### config.mk
export PLATFORM = sky130hd
export DESIGN_NAME = uart_flow_ctrl
export DESIGN_NICKNAME = d
export VERILOG_FILES = /design/src/verilog/uart_fc_pkg.sv /design/src/verilog/char_receiver.sv /design/src/verilog/uart_flow_ctrl.sv
export VERILOG_INCLUDE_DIRS = /design/src /design/src/verilog
export SDC_FILE = /design/constraint.sdc
export NUM_CORES = 1
export LEC_CHECK = 0
export ABC_CLOCK_PERIOD_IN_PS = 4900
export BUFFER_PORTS_ARGS = -buffer_cell sky130_fd_sc_hd__buf_2
export CAP_MARGIN = 20
export CELL_PAD_IN_SITES_DETAIL_PLACEMENT = 0
export CELL_PAD_IN_SITES_GLOBAL_PLACEMENT = 2
export CORE_AREA = 2 2 197 160
export DETAILED_ROUTE_END_ITERATION = 16
export DIE_AREA = 0 0 199 162
export GPL_ROUTABILITY_DRIVEN = 0
export GPL_TIMING_DRIVEN = 0
export PLACE_DENSITY = 0.9
export RECOVER_POWER = 50
export SLEW_MARGIN = 20
export SYNTH_ARGS = -nofsm -noshare
export SYNTH_HDL_FRONTEND = slang
export SYNTH_HIERARCHICAL = 1
export SYNTH_SLANG_ARGS = --single-unit
### constraint.sdc
create_clock -name clk -period 4.9 [get_ports clk]
set_input_delay 1.47 -clock clk [delete_from_list [all_inputs] [get_ports clk]]
set_output_delay 1.47 -clock clk [all_outputs]
set_load 0.1 [all_outputs]
### src/verilog/uart_fc_map.svh
// Register offsets, field positions, reset values and timing counts of the
// serial transceiver with hardware flow control.
// Assumes a 32-bit register port with byte addresses.
`ifndef UART_FC_MAP_SVH
`define UART_FC_MAP_SVH

// ****************************************************************
// Register byte addresses
// ****************************************************************
`define ADDR_DATA 32'h4000_8000
`define ADDR_IER 32'h4000_8004
`define ADDR_FCR 32'h4000_8008
`define ADDR_LCR 32'h4000_800c
`define ADDR_MCR 32'h4000_8010
`define ADDR_MSR 32'h4000_8018
`define ADDR_DIV 32'h4000_801c
`define ADDR_IRQ_STAT 32'h4000_8020
`define ADDR_IRQ_MASK 32'h4000_8024

// ****************************************************************
// Field positions
// ****************************************************************
`define IER_MODEM_BIT 3
`define IER_CTS_BIT 7
`define MCR_DTR_BIT 0
`define MCR_RTS_BIT 1
`define MCR_AUTO_RTS_BIT 6
`define MCR_AUTO_CTS_BIT 7
`define FCR_TRIG_HI 7
`define FCR_TRIG_LO 6
`define LCR_WLS_HI 1
`define LCR_WLS_LO 0
`define IRQ_MODEM_BIT 0
`define IRQ_RX_LEVEL_BIT 1
`define IRQ_TX_DONE_BIT 2

// ****************************************************************
// Reset values
// ****************************************************************
`define IER_RESET 8'h00
`define FCR_RESET 8'h00
`define LCR_RESET 8'h00
`define MCR_RESET 8'h00
`define DIV_RESET 16'h0001
`define IRQ_MASK_RESET 3'h0

// ****************************************************************
// Receive trigger levels, in bytes
// ****************************************************************
`define TRIG_LEVEL_0 8'h01
`define TRIG_LEVEL_1 8'h04
`define TRIG_LEVEL_2 8'h08
`define TRIG_LEVEL_3 8'h0e

// ****************************************************************
// Bit timing in oversample ticks, and the last data-bit index of the shortest word
// ****************************************************************
`define TICK_LAST 4'hf
`define TICK_MID 4'h7
`define BITS_MIN 3'h4

`endif

### src/verilog/uart_fc_pkg.sv
// Types shared by the flow-controlled serial transceiver.
// Assumes nothing of its surroundings.
package uart_fc_pkg;

  // ****************************************************************
  // States and carriers
  // ****************************************************************
  typedef enum logic [1:0] {TX_IDLE, TX_START, TX_DATA, TX_STOP} tx_state_type;
  typedef enum logic [1:0] {RX_IDLE, RX_START, RX_DATA, RX_STOP} rx_state_type;

  typedef struct packed {
    logic [31:0] addr;
    logic [31:0] wdata;
    logic wr;
    logic rd;
  } bus_req_type;

  typedef struct packed {
    logic cts_n;
    logic dsr_n;
    logic dcd_n;
    logic ri_n;
  } modem_in_type;

  typedef struct packed {
    logic [7:0] data;
    logic valid;
  } rx_char_type;

endpackage

### src/verilog/char_receiver.sv
// Serial character receiver: start detect, mid-bit sampling, 5 to 8 bits.
// Assumes a 16x oversample tick pulse and a line synchronous to clk.
`timescale 1ns/10ps
`include "uart_fc_map.svh"

module char_receiver import uart_fc_pkg::*; (
  // Clock and reset
  input wire logic clk,
  input wire logic arst_n,
  // Timing and format
  input wire logic tick,
  input wire logic [1:0] word_length_select,
  // Line and result
  input wire logic rxd,
  output rx_char_type char_out
);

  rx_state_type state, next_state;
  logic [3:0] tick_cnt, next_tick_cnt;
  logic [2:0] bit_cnt, next_bit_cnt;
  logic [7:0] shift, next_shift;
  rx_char_type next_char;

  // Next-state logic of the receiver
  always_comb begin
    next_state = state;
    next_tick_cnt = tick_cnt;
    next_bit_cnt = bit_cnt;
    next_shift = shift;
    next_char.data = char_out.data;
    next_char.valid = 1'b0;
    unique case (state)
      RX_IDLE: begin
        next_tick_cnt = 4'h0;
        if (!rxd) begin
          next_state = RX_START;
        end
      end
      RX_START: begin
        if (tick) begin
          next_tick_cnt = tick_cnt + 4'h1;
          if (tick_cnt == `TICK_MID) begin
            next_tick_cnt = 4'h0;
            next_bit_cnt = 3'h0;
            next_state = rxd ? RX_IDLE : RX_DATA; // Glitch rejected
          end
        end
      end
      RX_DATA: begin
        if (tick) begin
          next_tick_cnt = tick_cnt + 4'h1;
          if (tick_cnt == `TICK_LAST) begin
            next_shift = {rxd, shift[7:1]};
            next_bit_cnt = bit_cnt + 3'h1;
            if (bit_cnt == `BITS_MIN + {1'b0, word_length_select}) begin
              next_state = RX_STOP;
            end
          end
        end
      end
      RX_STOP: begin
        if (tick) begin
          next_tick_cnt = tick_cnt + 4'h1;
          if (tick_cnt == `TICK_LAST) begin
            next_char.valid = 1'b1;
            next_char.data = shift >> (2'h3 - word_length_select); // Right-justify short words
            next_state = RX_IDLE;
          end
        end
      end
    endcase
  end

  // Receiver state registers
  always_ff @(posedge clk or negedge arst_n) begin
    if (!arst_n) begin
      state <= RX_IDLE;
      tick_cnt <= 4'h0;
      bit_cnt <= 3'h0;
      shift <= 8'h00;
      char_out <= '0;
    end else begin
      state <= next_state;
      tick_cnt <= next_tick_cnt;
      bit_cnt <= next_bit_cnt;
      shift <= next_shift;
      char_out <= next_char;
    end
  end

endmodule

### src/verilog/uart_flow_ctrl.sv
// Serial transceiver with automatic RTS/CTS flow control, modem status
// interrupt qualification and selectable word length.
// Assumes a simple register port and modem inputs synchronous to clk.
`timescale 1ns/10ps
`include "uart_fc_map.svh"

module uart_flow_ctrl import uart_fc_pkg::*; #(
  parameter int RX_DEPTH = 16
) (
  // Clock and reset
  input wire logic clk,
  input wire logic arst_n,
  // Register port
  input bus_req_type bus_req,
  output logic [31:0] rdata,
  // Serial line
  input wire logic rxd,
  output logic txd,
  // Modem lines
  input modem_in_type modem_in,
  output logic rts_n,
  output logic dtr_n,
  // Interrupt
  output logic irq
);

  localparam int PW = $clog2(RX_DEPTH);

  logic [7:0] interrupt_enable_reg, next_ier, fifo_control_reg, next_fcr, character_format_control, next_lcr, modem_control_reg, next_mcr;
  logic [3:0] msr_delta, next_msr_delta;
  modem_in_type modem_prev;
  logic [15:0] div, next_div, div_cnt, next_div_cnt;
  logic [2:0] irq_stat, next_irq_stat, irq_mask, next_irq_mask;
  logic [31:0] next_rdata;
  logic next_irq, next_rts_n, tick, modem_irq_cond;
  tx_state_type tx_state, next_tx_state;
  logic [7:0] tx_hold, next_tx_hold, tx_shift, next_tx_shift;
  logic tx_hold_full, next_tx_hold_full, next_txd, tx_done;
  logic [3:0] tx_tick, next_tx_tick;
  logic [2:0] tx_bits, next_tx_bits;
  logic [7:0] rx_mem [RX_DEPTH];
  logic [PW-1:0] wr_ptr, rd_ptr;
  logic [7:0] count, next_count, trig_level, prev_level;
  rx_char_type rx_char;
  logic push, pop, data_wr;

  // ****************************************************************
  // Register port and interrupts
  // ****************************************************************

  // Decoded strokes that other groups need
  assign data_wr = bus_req.wr && bus_req.addr == `ADDR_DATA && !tx_hold_full;
  assign pop = bus_req.rd && bus_req.addr == `ADDR_DATA && count != 8'h00;

  // Modem interrupt qualification table
  assign modem_irq_cond = interrupt_enable_reg[`IER_MODEM_BIT] && (|msr_delta[3:1]
    || (msr_delta[0] && (!modem_control_reg[`MCR_AUTO_CTS_BIT] || interrupt_enable_reg[`IER_CTS_BIT])));

  // Register writes, status flags and read data
  always_comb begin
    logic [3:0] sets;
    logic [2:0] events;
    sets = '0;
    events = '0;
    next_ier = interrupt_enable_reg;
    next_fcr = fifo_control_reg;
    next_lcr = character_format_control;
    next_mcr = modem_control_reg;
    next_div = div;
    next_irq_mask = irq_mask;
    next_msr_delta = msr_delta;
    next_irq_stat = irq_stat;
    if (bus_req.wr) begin
      unique case (bus_req.addr)
        `ADDR_IER: next_ier = bus_req.wdata[7:0];
        `ADDR_FCR: next_fcr = bus_req.wdata[7:0];
        `ADDR_LCR: next_lcr = bus_req.wdata[7:0];
        `ADDR_MCR: next_mcr = bus_req.wdata[7:0];
        `ADDR_DIV: next_div = bus_req.wdata[15:0];
        `ADDR_MSR: next_msr_delta = msr_delta & ~bus_req.wdata[3:0];
        `ADDR_IRQ_STAT: next_irq_stat = irq_stat & ~bus_req.wdata[2:0];
        `ADDR_IRQ_MASK: next_irq_mask = bus_req.wdata[2:0];
        default: next_ier = interrupt_enable_reg;
      endcase
    end
    // Hardware owns the RTS control bit under auto-RTS
    if (modem_control_reg[`MCR_AUTO_RTS_BIT]) begin
      next_mcr[`MCR_RTS_BIT] = !rts_n;
    end
    // Modem line changes; sets win over clears
    sets[0] = modem_in.cts_n != modem_prev.cts_n;
    sets[1] = modem_in.dsr_n != modem_prev.dsr_n;
    sets[2] = !modem_prev.ri_n && modem_in.ri_n; // Ring indication ended
    sets[3] = modem_in.dcd_n != modem_prev.dcd_n;
    next_msr_delta = next_msr_delta | sets;
    events[`IRQ_MODEM_BIT] = modem_irq_cond;
    events[`IRQ_RX_LEVEL_BIT] = count >= trig_level;
    events[`IRQ_TX_DONE_BIT] = tx_done;
    next_irq_stat = next_irq_stat | events;
    next_irq = |(next_irq_stat & next_irq_mask);
    next_rdata = 32'h0000_0000;
    if (bus_req.rd) begin
      unique case (bus_req.addr)
        `ADDR_DATA: next_rdata = count != 8'h00 ? {24'h000000, rx_mem[rd_ptr]} : 32'h0000_0000;
        `ADDR_IER: next_rdata = {24'h000000, interrupt_enable_reg};
        `ADDR_FCR: next_rdata = {24'h000000, fifo_control_reg};
        `ADDR_LCR: next_rdata = {24'h000000, character_format_control};
        `ADDR_MCR: next_rdata = {24'h000000, modem_control_reg};
        `ADDR_MSR: next_rdata = {24'h000000, !modem_prev.dcd_n, !modem_prev.ri_n, !modem_prev.dsr_n,
          !modem_prev.cts_n, msr_delta};
        `ADDR_DIV: next_rdata = {16'h0000, div};
        `ADDR_IRQ_STAT: next_rdata = {29'h00000000, irq_stat};
        `ADDR_IRQ_MASK: next_rdata = {29'h00000000, irq_mask};
        default: next_rdata = 32'h0000_0000;
      endcase
    end
  end

  // Register and status storage
  always_ff @(posedge clk or negedge arst_n) begin
    if (!arst_n) begin
      interrupt_enable_reg <= `IER_RESET;
      fifo_control_reg <= `FCR_RESET;
      character_format_control <= `LCR_RESET;
      modem_control_reg <= `MCR_RESET;
      div <= `DIV_RESET;
      irq_mask <= `IRQ_MASK_RESET;
      msr_delta <= 4'h0;
      irq_stat <= 3'h0;
      modem_prev <= 4'hf;
      rdata <= 32'h0000_0000;
      irq <= 1'b0;
    end else begin
      interrupt_enable_reg <= next_ier;
      fifo_control_reg <= next_fcr;
      character_format_control <= next_lcr;
      modem_control_reg <= next_mcr;
      div <= next_div;
      irq_mask <= next_irq_mask;
      msr_delta <= next_msr_delta;
      irq_stat <= next_irq_stat;
      modem_prev <= modem_in;
      rdata <= next_rdata;
      irq <= next_irq;
    end
  end

  chk_cts_flag: assert property (@(posedge clk) disable iff (!arst_n)
    modem_in.cts_n != modem_prev.cts_n |=> msr_delta[0])
    else $error("CTS change did not set delta CTS");
  chk_cts_masked: assert property (@(posedge clk) disable iff (!arst_n)
    modem_control_reg[`MCR_AUTO_CTS_BIT] && !interrupt_enable_reg[`IER_CTS_BIT] && msr_delta == 4'h1 |-> !modem_irq_cond)
    else $error("Auto-CTS delta raised a modem interrupt without CTS enable");
  chk_modem_lines: assert property (@(posedge clk) disable iff (!arst_n)
    interrupt_enable_reg[`IER_MODEM_BIT] && |msr_delta[3:1] |=> irq_stat[`IRQ_MODEM_BIT])
    else $error("Modem line delta did not raise modem interrupt");
  chk_cts_plain: assert property (@(posedge clk) disable iff (!arst_n)
    interrupt_enable_reg[`IER_MODEM_BIT] && !modem_control_reg[`MCR_AUTO_CTS_BIT] && msr_delta[0] |=> irq_stat[`IRQ_MODEM_BIT])
    else $error("Delta CTS without auto-CTS did not interrupt");

  // ****************************************************************
  // Baud divider and transmitter
  // ****************************************************************

  // Oversample tick every div+1 cycles
  assign tick = div_cnt == 16'h0000;
  assign next_div_cnt = tick ? div : div_cnt - 16'h0001;

  // Transmit holding register and shifter
  always_comb begin
    next_tx_state = tx_state;
    next_tx_hold = tx_hold;
    next_tx_hold_full = tx_hold_full;
    next_tx_shift = tx_shift;
    next_tx_tick = tx_tick;
    next_tx_bits = tx_bits;
    next_txd = txd;
    tx_done = 1'b0;
    if (data_wr) begin
      next_tx_hold = bus_req.wdata[7:0];
      next_tx_hold_full = 1'b1;
    end
    if (tick && tx_state != TX_IDLE) begin
      next_tx_tick = tx_tick + 4'h1;
    end
    unique case (tx_state)
      TX_IDLE: begin
        next_txd = 1'b1;
        next_tx_tick = 4'h0;
        // CTS is sampled only here, after the stop bit
        if (tx_hold_full && (!modem_control_reg[`MCR_AUTO_CTS_BIT] || !modem_in.cts_n)) begin
          next_tx_shift = tx_hold;
          next_tx_hold_full = 1'b0;
          next_txd = 1'b0; // Start bit
          next_tx_state = TX_START;
        end
      end
      TX_START: begin
        if (tick && tx_tick == `TICK_LAST) begin
          next_txd = tx_shift[0];
          next_tx_shift = tx_shift >> 1;
          next_tx_bits = 3'h0;
          next_tx_state = TX_DATA;
        end
      end
      TX_DATA: begin
        if (tick && tx_tick == `TICK_LAST) begin
          next_tx_bits = tx_bits + 3'h1;
          next_txd = tx_shift[0];
          next_tx_shift = tx_shift >> 1;
          if (tx_bits == `BITS_MIN + {1'b0, character_format_control[`LCR_WLS_HI:`LCR_WLS_LO]}) begin
            next_txd = 1'b1;
            next_tx_state = TX_STOP;
          end
        end
      end
      TX_STOP: begin
        if (tick && tx_tick == `TICK_LAST) begin
          tx_done = 1'b1;
          next_tx_state = TX_IDLE;
        end
      end
    endcase
  end

  // Transmitter and divider storage
  always_ff @(posedge clk or negedge arst_n) begin
    if (!arst_n) begin
      div_cnt <= 16'h0000;
      tx_state <= TX_IDLE;
      tx_hold <= 8'h00;
      tx_hold_full <= 1'b0;
      tx_shift <= 8'h00;
      tx_tick <= 4'h0;
      tx_bits <= 3'h0;
      txd <= 1'b1;
    end else begin
      div_cnt <= next_div_cnt;
      tx_state <= next_tx_state;
      tx_hold <= next_tx_hold;
      tx_hold_full <= next_tx_hold_full;
      tx_shift <= next_tx_shift;
      tx_tick <= next_tx_tick;
      tx_bits <= next_tx_bits;
      txd <= next_txd;
    end
  end

  chk_cts_hold: assert property (@(posedge clk) disable iff (!arst_n)
    tx_state == TX_IDLE && modem_control_reg[`MCR_AUTO_CTS_BIT] && modem_in.cts_n |=> tx_state == TX_IDLE && txd)
    else $error("Character started while CTS was high");
  chk_cts_ignored: assert property (@(posedge clk) disable iff (!arst_n)
    tx_state == TX_IDLE && !modem_control_reg[`MCR_AUTO_CTS_BIT] && tx_hold_full |=> tx_state == TX_START && !txd)
    else $error("Transmitter waited without auto-CTS");
  chk_word_bits: assert property (@(posedge clk) disable iff (!arst_n)
    $rose(tx_state == TX_STOP) |-> $past(tx_bits) == `BITS_MIN + {1'b0, character_format_control[`LCR_WLS_HI:`LCR_WLS_LO]})
    else $error("Wrong number of data bits sent");

  // ****************************************************************
  // Receiver, receive FIFO and RTS
  // ****************************************************************

  char_receiver u_receiver (
    .clk(clk),
    .arst_n(arst_n),
    .tick(tick),
    .word_length_select(character_format_control[`LCR_WLS_HI:`LCR_WLS_LO]),
    .rxd(rxd),
    .char_out(rx_char)
  );

  // Depth above the top trigger leaves room for a late byte
  assign push = rx_char.valid && count != 8'(RX_DEPTH);

  // Trigger level and the level below it
  always_comb begin
    unique case (fifo_control_reg[`FCR_TRIG_HI:`FCR_TRIG_LO])
      2'h0: begin trig_level = `TRIG_LEVEL_0; prev_level = 8'h00; end
      2'h1: begin trig_level = `TRIG_LEVEL_1; prev_level = `TRIG_LEVEL_0; end
      2'h2: begin trig_level = `TRIG_LEVEL_2; prev_level = `TRIG_LEVEL_1; end
      2'h3: begin trig_level = `TRIG_LEVEL_3; prev_level = `TRIG_LEVEL_2; end
    endcase
  end

  // Fill count and RTS level
  always_comb begin
    next_count = count + {7'h00, push} - {7'h00, pop};
    next_rts_n = rts_n;
    if (modem_control_reg[`MCR_AUTO_RTS_BIT]) begin
      if (count >= trig_level) begin
        next_rts_n = 1'b1;
      end else if (count <= prev_level) begin
        next_rts_n = 1'b0;
      end
    end else begin
      next_rts_n = !modem_control_reg[`MCR_RTS_BIT];
    end
  end

  // FIFO storage, pointers and modem outputs
  always_ff @(posedge clk or negedge arst_n) begin
    if (!arst_n) begin
      wr_ptr <= '0;
      rd_ptr <= '0;
      count <= 8'h00;
      rts_n <= 1'b1;
      dtr_n <= 1'b1;
    end else begin
      if (push) begin
        rx_mem[wr_ptr] <= rx_char.data;
        wr_ptr <= PW'(wr_ptr + 1'b1);
      end
      if (pop) begin
        rd_ptr <= PW'(rd_ptr + 1'b1);
      end
      count <= next_count;
      rts_n <= next_rts_n;
      dtr_n <= !modem_control_reg[`MCR_DTR_BIT];
    end
  end

  chk_rts_stop: assert property (@(posedge clk) disable iff (!arst_n)
    modem_control_reg[`MCR_AUTO_RTS_BIT] && count >= trig_level |=> rts_n)
    else $error("RTS not deasserted at trigger level");
  chk_rts_resume: assert property (@(posedge clk) disable iff (!arst_n)
    modem_control_reg[`MCR_AUTO_RTS_BIT] && count <= prev_level |=> !rts_n)
    else $error("RTS not reasserted at lower level");
  chk_rts_manual: assert property (@(posedge clk) disable iff (!arst_n)
    !modem_control_reg[`MCR_AUTO_RTS_BIT] |=> rts_n == !$past(modem_control_reg[`MCR_RTS_BIT]))
    else $error("RTS did not follow control bit");
  chk_rts_mirror: assert property (@(posedge clk) disable iff (!arst_n)
    $past(modem_control_reg[`MCR_AUTO_RTS_BIT]) |-> modem_control_reg[`MCR_RTS_BIT] == !$past(rts_n))
    else $error("RTS control bit does not mirror the output");

endmodule

# Word level (Yosys, flattened, before mapping)
# Memories as Yosys holds them, arrays and structs flattened.
# Index checks and enable logic that the tools add are counted.
[totals] regBits=182 mem_bits_rw=128 in_bits=73 n_memories=1
[op_classes] add_sub_neg=11 magnitude_cmp=2 n_eq_ne=43 shifts=1 n_mux=66 bitwise_logic=7 n_reduce_logical=57
[memory_table] memory="rx_mem" depth=16 word_bits=8 read_ports=1 rd_clocked_by_memory_dff=0 write_ports=1 line_no="uart_flow_ctrl.sv:41" rtl="logic [7:0] rx_mem [RX_DEPTH];"
[op_table] op="$eq 32x31->1 const B" n=9
[op_table] op="$pmux 16 s9" n=1
[op_table] op="$pmux 8 s4" n=2
[op_table] op="$mux 16" n=2
[op_table] op="$mux 2" n=16
[op_table] op="$mux 3" n=10
[op_table] op="$mux 4" n=7
[op_table] op="$mux 8" n=3
[op_table] op="$mux 1" n=18
[op_table] op="$ne 2x2->1 const B" n=9
[op_table] op="$add 4x1->4 const B" n=4
[op_table] op="$logic_not 16->1" n=1
[op_table] op="$pmux 2 s4" n=2
[op_table] op="$pmux 8 s2" n=1
[op_table] op="$sub 16x1->16 const B" n=1
[op_table] op="$reduce_and 3->1" n=5
[op_table] op="$reduce_and 2->1" n=7
[op_table] op="$reduce_bool 2->1" n=7
[op_table] op="$eq 2x2->1 const B" n=6
[op_table] op="$logic_and 1x1->1" n=12
[op_table] op="$ne 2x1->1 const B" n=6
[op_table] op="$pmux 3 s2" n=2
[op_table] op="$pmux 4 s3" n=1
[op_table] op="$logic_not 1->1" n=10
[op_table] op="other kinds (30)" n=45

# Depth between registers and ports, before layout
[depth] word_depth=8 mapped_depth=18 ltp_nobuf=18

# Hierarchy
# Netlist, hierarchy kept.
[modules_own_cells] module="uart_flow_ctrl" instances=1 cells_each=856 area_per_inst_um2=12111.6
[modules_own_cells] module="char_receiver" instances=1 cells_each=125 area_per_inst_um2=1378.8

# Worst setup path before layout
# OpenSTA, ideal clock, no wires.
[synth_timing] kind="input-to-reg" start="in bus_req[62] (netlist bit)" end="reg count[6]" arrival_ns=4.263 t_required_ns=4.778 path_slack_ns=0.514 stages=17 n_path_buf=0 path_cell_list="nor4b_2 > nand4_2 > nor4_1 > and3_1 > nand2_1 > inv_1 > ha_1 > inv_1 > ha_1 > inv_1 > fa_1 > nand2b_1 > a21oi_1 > o21ai_0 > a21oi_1 > nor2_1 > xnor2_1"
[synth_between] elab_chain_len=4
[synth_lines] element="start, declared" line_no="uart_flow_ctrl.sv:14" rtl="input bus_req_type bus_req,"
[synth_lines] element="$eq 32x31->1"
[synth_lines] element="$logic_and 1x1->1 (no line)"
[synth_lines] element="$logic_and 1x1->1" line_no="uart_flow_ctrl.sv:53" rtl="assign pop = bus_req.rd && bus_req.addr == `ADDR_DATA && count != 8'h00;"
[synth_lines] element="named net pop" line_no="uart_flow_ctrl.sv:45" rtl="logic push, pop, data_wr;"
[synth_lines] element="$sub 8x1->8" line_no="uart_flow_ctrl.sv:287" rtl="next_count = count + {7'h00, push} - {7'h00, pop};"
[synth_lines] element="named net next_count[6]" line_no="uart_flow_ctrl.sv:43" rtl="logic [7:0] count, next_count, trig_level, prev_level;"
[synth_lines] element="end signal, assigned" line_no="uart_flow_ctrl.sv:316" rtl="count <= next_count;"
[synth_lines] element="end, declared" line_no="uart_flow_ctrl.sv:43"
# The timed path passes the listed nets, and every way through them passes these cells.
# A chain may end at the register's enable or synchronous reset.

# Worst setup path in the final report
# Ends and elaborated chain as after synthesis.

==> impl_metrics.csv <==
group,metric,value,unit
pwr,vdd_drop_max,263,uV
clocking,cts_buffer_depth,3,
clocking,postCtsSetupRepairBufs,0,
synthesis,synth_enable_flop_cells,128,
synthesis,synth-main-ff-cell,"dfrtp_1",
final_layout,drive_gt1_frac,0.271,
drt,wirelength,29.7,mm
drt,first_pass_iters,7,
sta,finalHoldViolations,0,
clocking,clk_latency,570,ps
final_layout,fill_cells,2567,
sta,finClkSkew,35.6,ps
pwr,power.switching,0.00197,W
worst_hold_path,hp-class,"flop to flop",
clocking,path_clk_slew,60,ps
drt,num_vias,8287,
worst_setup_path,critPathLaunchType,"input pin",
worst_setup_path,end_kind,"flop",
final_layout,area_growth_syn_to_layout,14.5,%
pwr,swShare,0.301,
clocking,numCtsBuffers,30,
sta,max_slew_margin,-0.588,
drt,drc_errors,0,
pwr,leakage,6.48,nW
floorplan,die-width,199,um
synthesis,synth.avg_cell_area,13.8,um2
clocking,cts_max_level,1,
synthesis,yosysUniqueCellTypes,74,
worst_setup_path,crit_type,"input pin to flop",
drt,wl_per_cell,19.2,um
drt,dr.first_iter.drc_count,781,
final_layout,n_antenna_cell,0,
synthesis,synth_area,13500,um2
floorplan,die-area,32200,um2
final_layout,largest_reg_flops,128,
final_layout,final_common_cell,"dfrtp_1",
placed_design,placed_cells,1485,
synthesis,ys_seq_elements,294,
sta,final-setup-viol-count,0,
clocking,cts.repair.resized,0,
sta,rsz0062_at_grt,"false",
sta,fin_ws,354,ps
run,max_cap_violations,2,
clocking,cts_root_buffer,"clkbuf_16",
synthesis,yosysWarningCount,6,
placed_design,hpwl,20.6,mm
worst_setup_path,critical_path_required,5330,ps
drt,vias_per_cell,5.38,
sta,slew_viol_final,100,
synthesis,synth.yosys.seq_area_share,0.594,
synthesis,syn-instance-count,981,
floorplan,rows,57,
grt,grt_pass1_vias,8206,
final_layout,top_register,"rx_mem",
grt,overflow,0,
status,outcome,"complete, but fails checks",
grt,antenna_found_initial,1,
sta,worst_slew_pin_slew,2380,ps
clocking,cts_hold_buf,0,
clocking,cts_sinks,294,
sta,max_freq,0.220,GHz
worst_setup_path,critPathMaxFanout,6,
floorplan,initial_core_util,0.447,
sta,fin_crit_sh,0.928,
clocking,cts_tree,"built",
grt,grt_pass1_wl,46.9,mm
final_layout,nets,1212,
pwr,internal_power,0.00457,W
worst_setup_path,cp_common_cell,"inv_1",
final_layout,finalNonFillerCells,1541,
worst_setup_path,slowest_stage,"nor4_1",
grt,grt_max_degree,90,
final_layout,final_cell_mix,"dfrtp_1, edfxtp_1, buf_2",
drt,detail-route-antenna-nets,0,
grt,track_usage,0.188,
pwr,power.density,424,nW/um2
synthesis,ys_async_sr_fraction,0.565,
floorplan,die_height,162,um
worst_setup_path,cp.arrival,4980,ps
worst_setup_path,worstPathCellList,"buf_2, nor4b_2, nand4_2, nor4_1, and3_1, nand2_1, inv_1, ha_1, inv_1, ha_1, inv_1, fa_1, nand2b_1, a21oi_1, o21ai_0, a21oi_1, nor2_1, xnor2_1",
placed_design,port_buffers,74,
pwr,total_power,0.00655,W
floorplan,floorplan.io_pins,109,
worst_setup_path,slowest_delay,630,ps
pwr,p_comb_frac,0.226,
pwr,power_frac_clock,0.343,
floorplan,coreArea,30200,um2
sta,finalCriticalPeriod,4550,ps
placed_design,dp_slack,-183,ps
final_layout,final_core_util,0.512,
status,failed_checks,"max-capacitance violations, max-slew violations",
pwr,seqPwrFrac,0.431,
-- Yosys cell counts, types with 11 or more instances --
cell type	count	area (um2)
mux4_2	32	721
xnor2_1	20	175
buf_2	15	75.1
inv_1	37	139
buf_4	18	135
clkbuf_1	18	67.6
and3_1	16	100
xor2_1	15	131
nand2b_1	12	75.1
nor2b_1	11	68.8
nor4_1	11	68.8
o21ai_0	42	210
mux2i_1	18	180
ha_1	34	425
a21oi_1	33	165
nand2_1	62	233
a222oi_1	13	130
mux2_2	55	619
dfrtp_1	158	3950
mux2_4	26	390
nor2_1	44	165
nand3_1	25	125
edfxtp_1	128	3840
-- metal layers --
layer / routed length [um] / vias to the layer above / global-route usage / part of all wire
met4: 381 / 0 / 0.0353 / 0.013
met3: 2030 / 36 / 0.0372 / 0.069
met2: 12900 / 254 / 0.278 / 0.44
met5: 0 / - / 0 / 0
met1: 14300 / 4138 / 0.289 / 0.48
li1: - / 3859 / - / -
-- per-stage QoR --
stage | TNS, ps | instance area [um2] | hold WS (ps)
finish | 0 | 15400 | 460
global route | 0 | 15400 | 484
CTS | 0 | 15500 | 465
detailed placement | -183 | 14500 | 459
global placement | -253220 | 14400 | 440
floorplan | 0 | 13500 | 382
-- power by group through the flow --
stage | Combinational [W] | Sequential (W) | Clock, W
4_1_cts | 0.00149 | 0.00283 | 0.00228
3_5_place_dp | 0.00149 | 0.00287 | 0
3_3_place_gp | 0.00147 | 0.00287 | 0
2_1_floorplan | 0.00114 | 0.00284 | 0
5_1_grt | 0.00170 | 0.00284 | 0.00239
6_report | 0.00148 | 0.00282 | 0.00224
-- critical path, delay by kind of cell --
family / cells / cell delay, ps
compound gates: 3 / 450
xor+xnor: 1 / 120
fa+ha+maj: 3 / 780
buf+inv: 4 / 330
simple gates: 7 / 1830
-- path summary, 6_finish.rpt --
path / start / endpoint / slack [ps] / cells after the start
max: bus_req[62] / count[6] / 350 / 18
min: modem_control_reg[0] / dtr_n / 460 / 1
max reg2reg: count[2] / count[6] / 720 / 16
min reg2reg: modem_control_reg[0] / dtr_n / 460 / 1
max in group asynchronous: arst_n / rdata[14] / 1380 / 2
min in group asynchronous: arst_n / wr_ptr[1] / 830 / 1
-- kinds of logic (layout without fill, tap and decap cells) --
family,after synthesis,count (layout),share of synthesized area
adders and majority gates,35,35,0.0330
other,1,16,0.000278
DFF,294,294,0.594
xor gates and xnor gates,35,35,0.0227
muxes,136,136,0.146
AOI/OAI and AO/OA,142,142,0.0684
and+or+nand+nor,242,242,0.101
buffers and inverters,96,228,0.0349
-- cell type report --
cell class	count	area, um2	area share
flip-flops and latches	294	8010	0.518
multi-input cells	606	5090	0.329
clock buffers	40	818	0.0530
well taps	413	517	0.0334
repair buffers	76	397	0.0257
plain buffers	57	324	0.0210
clock inverters	16	150	0.00972
inverters	39	146	0.00948
No activity file was read; power rests on OpenSTA's default activity.
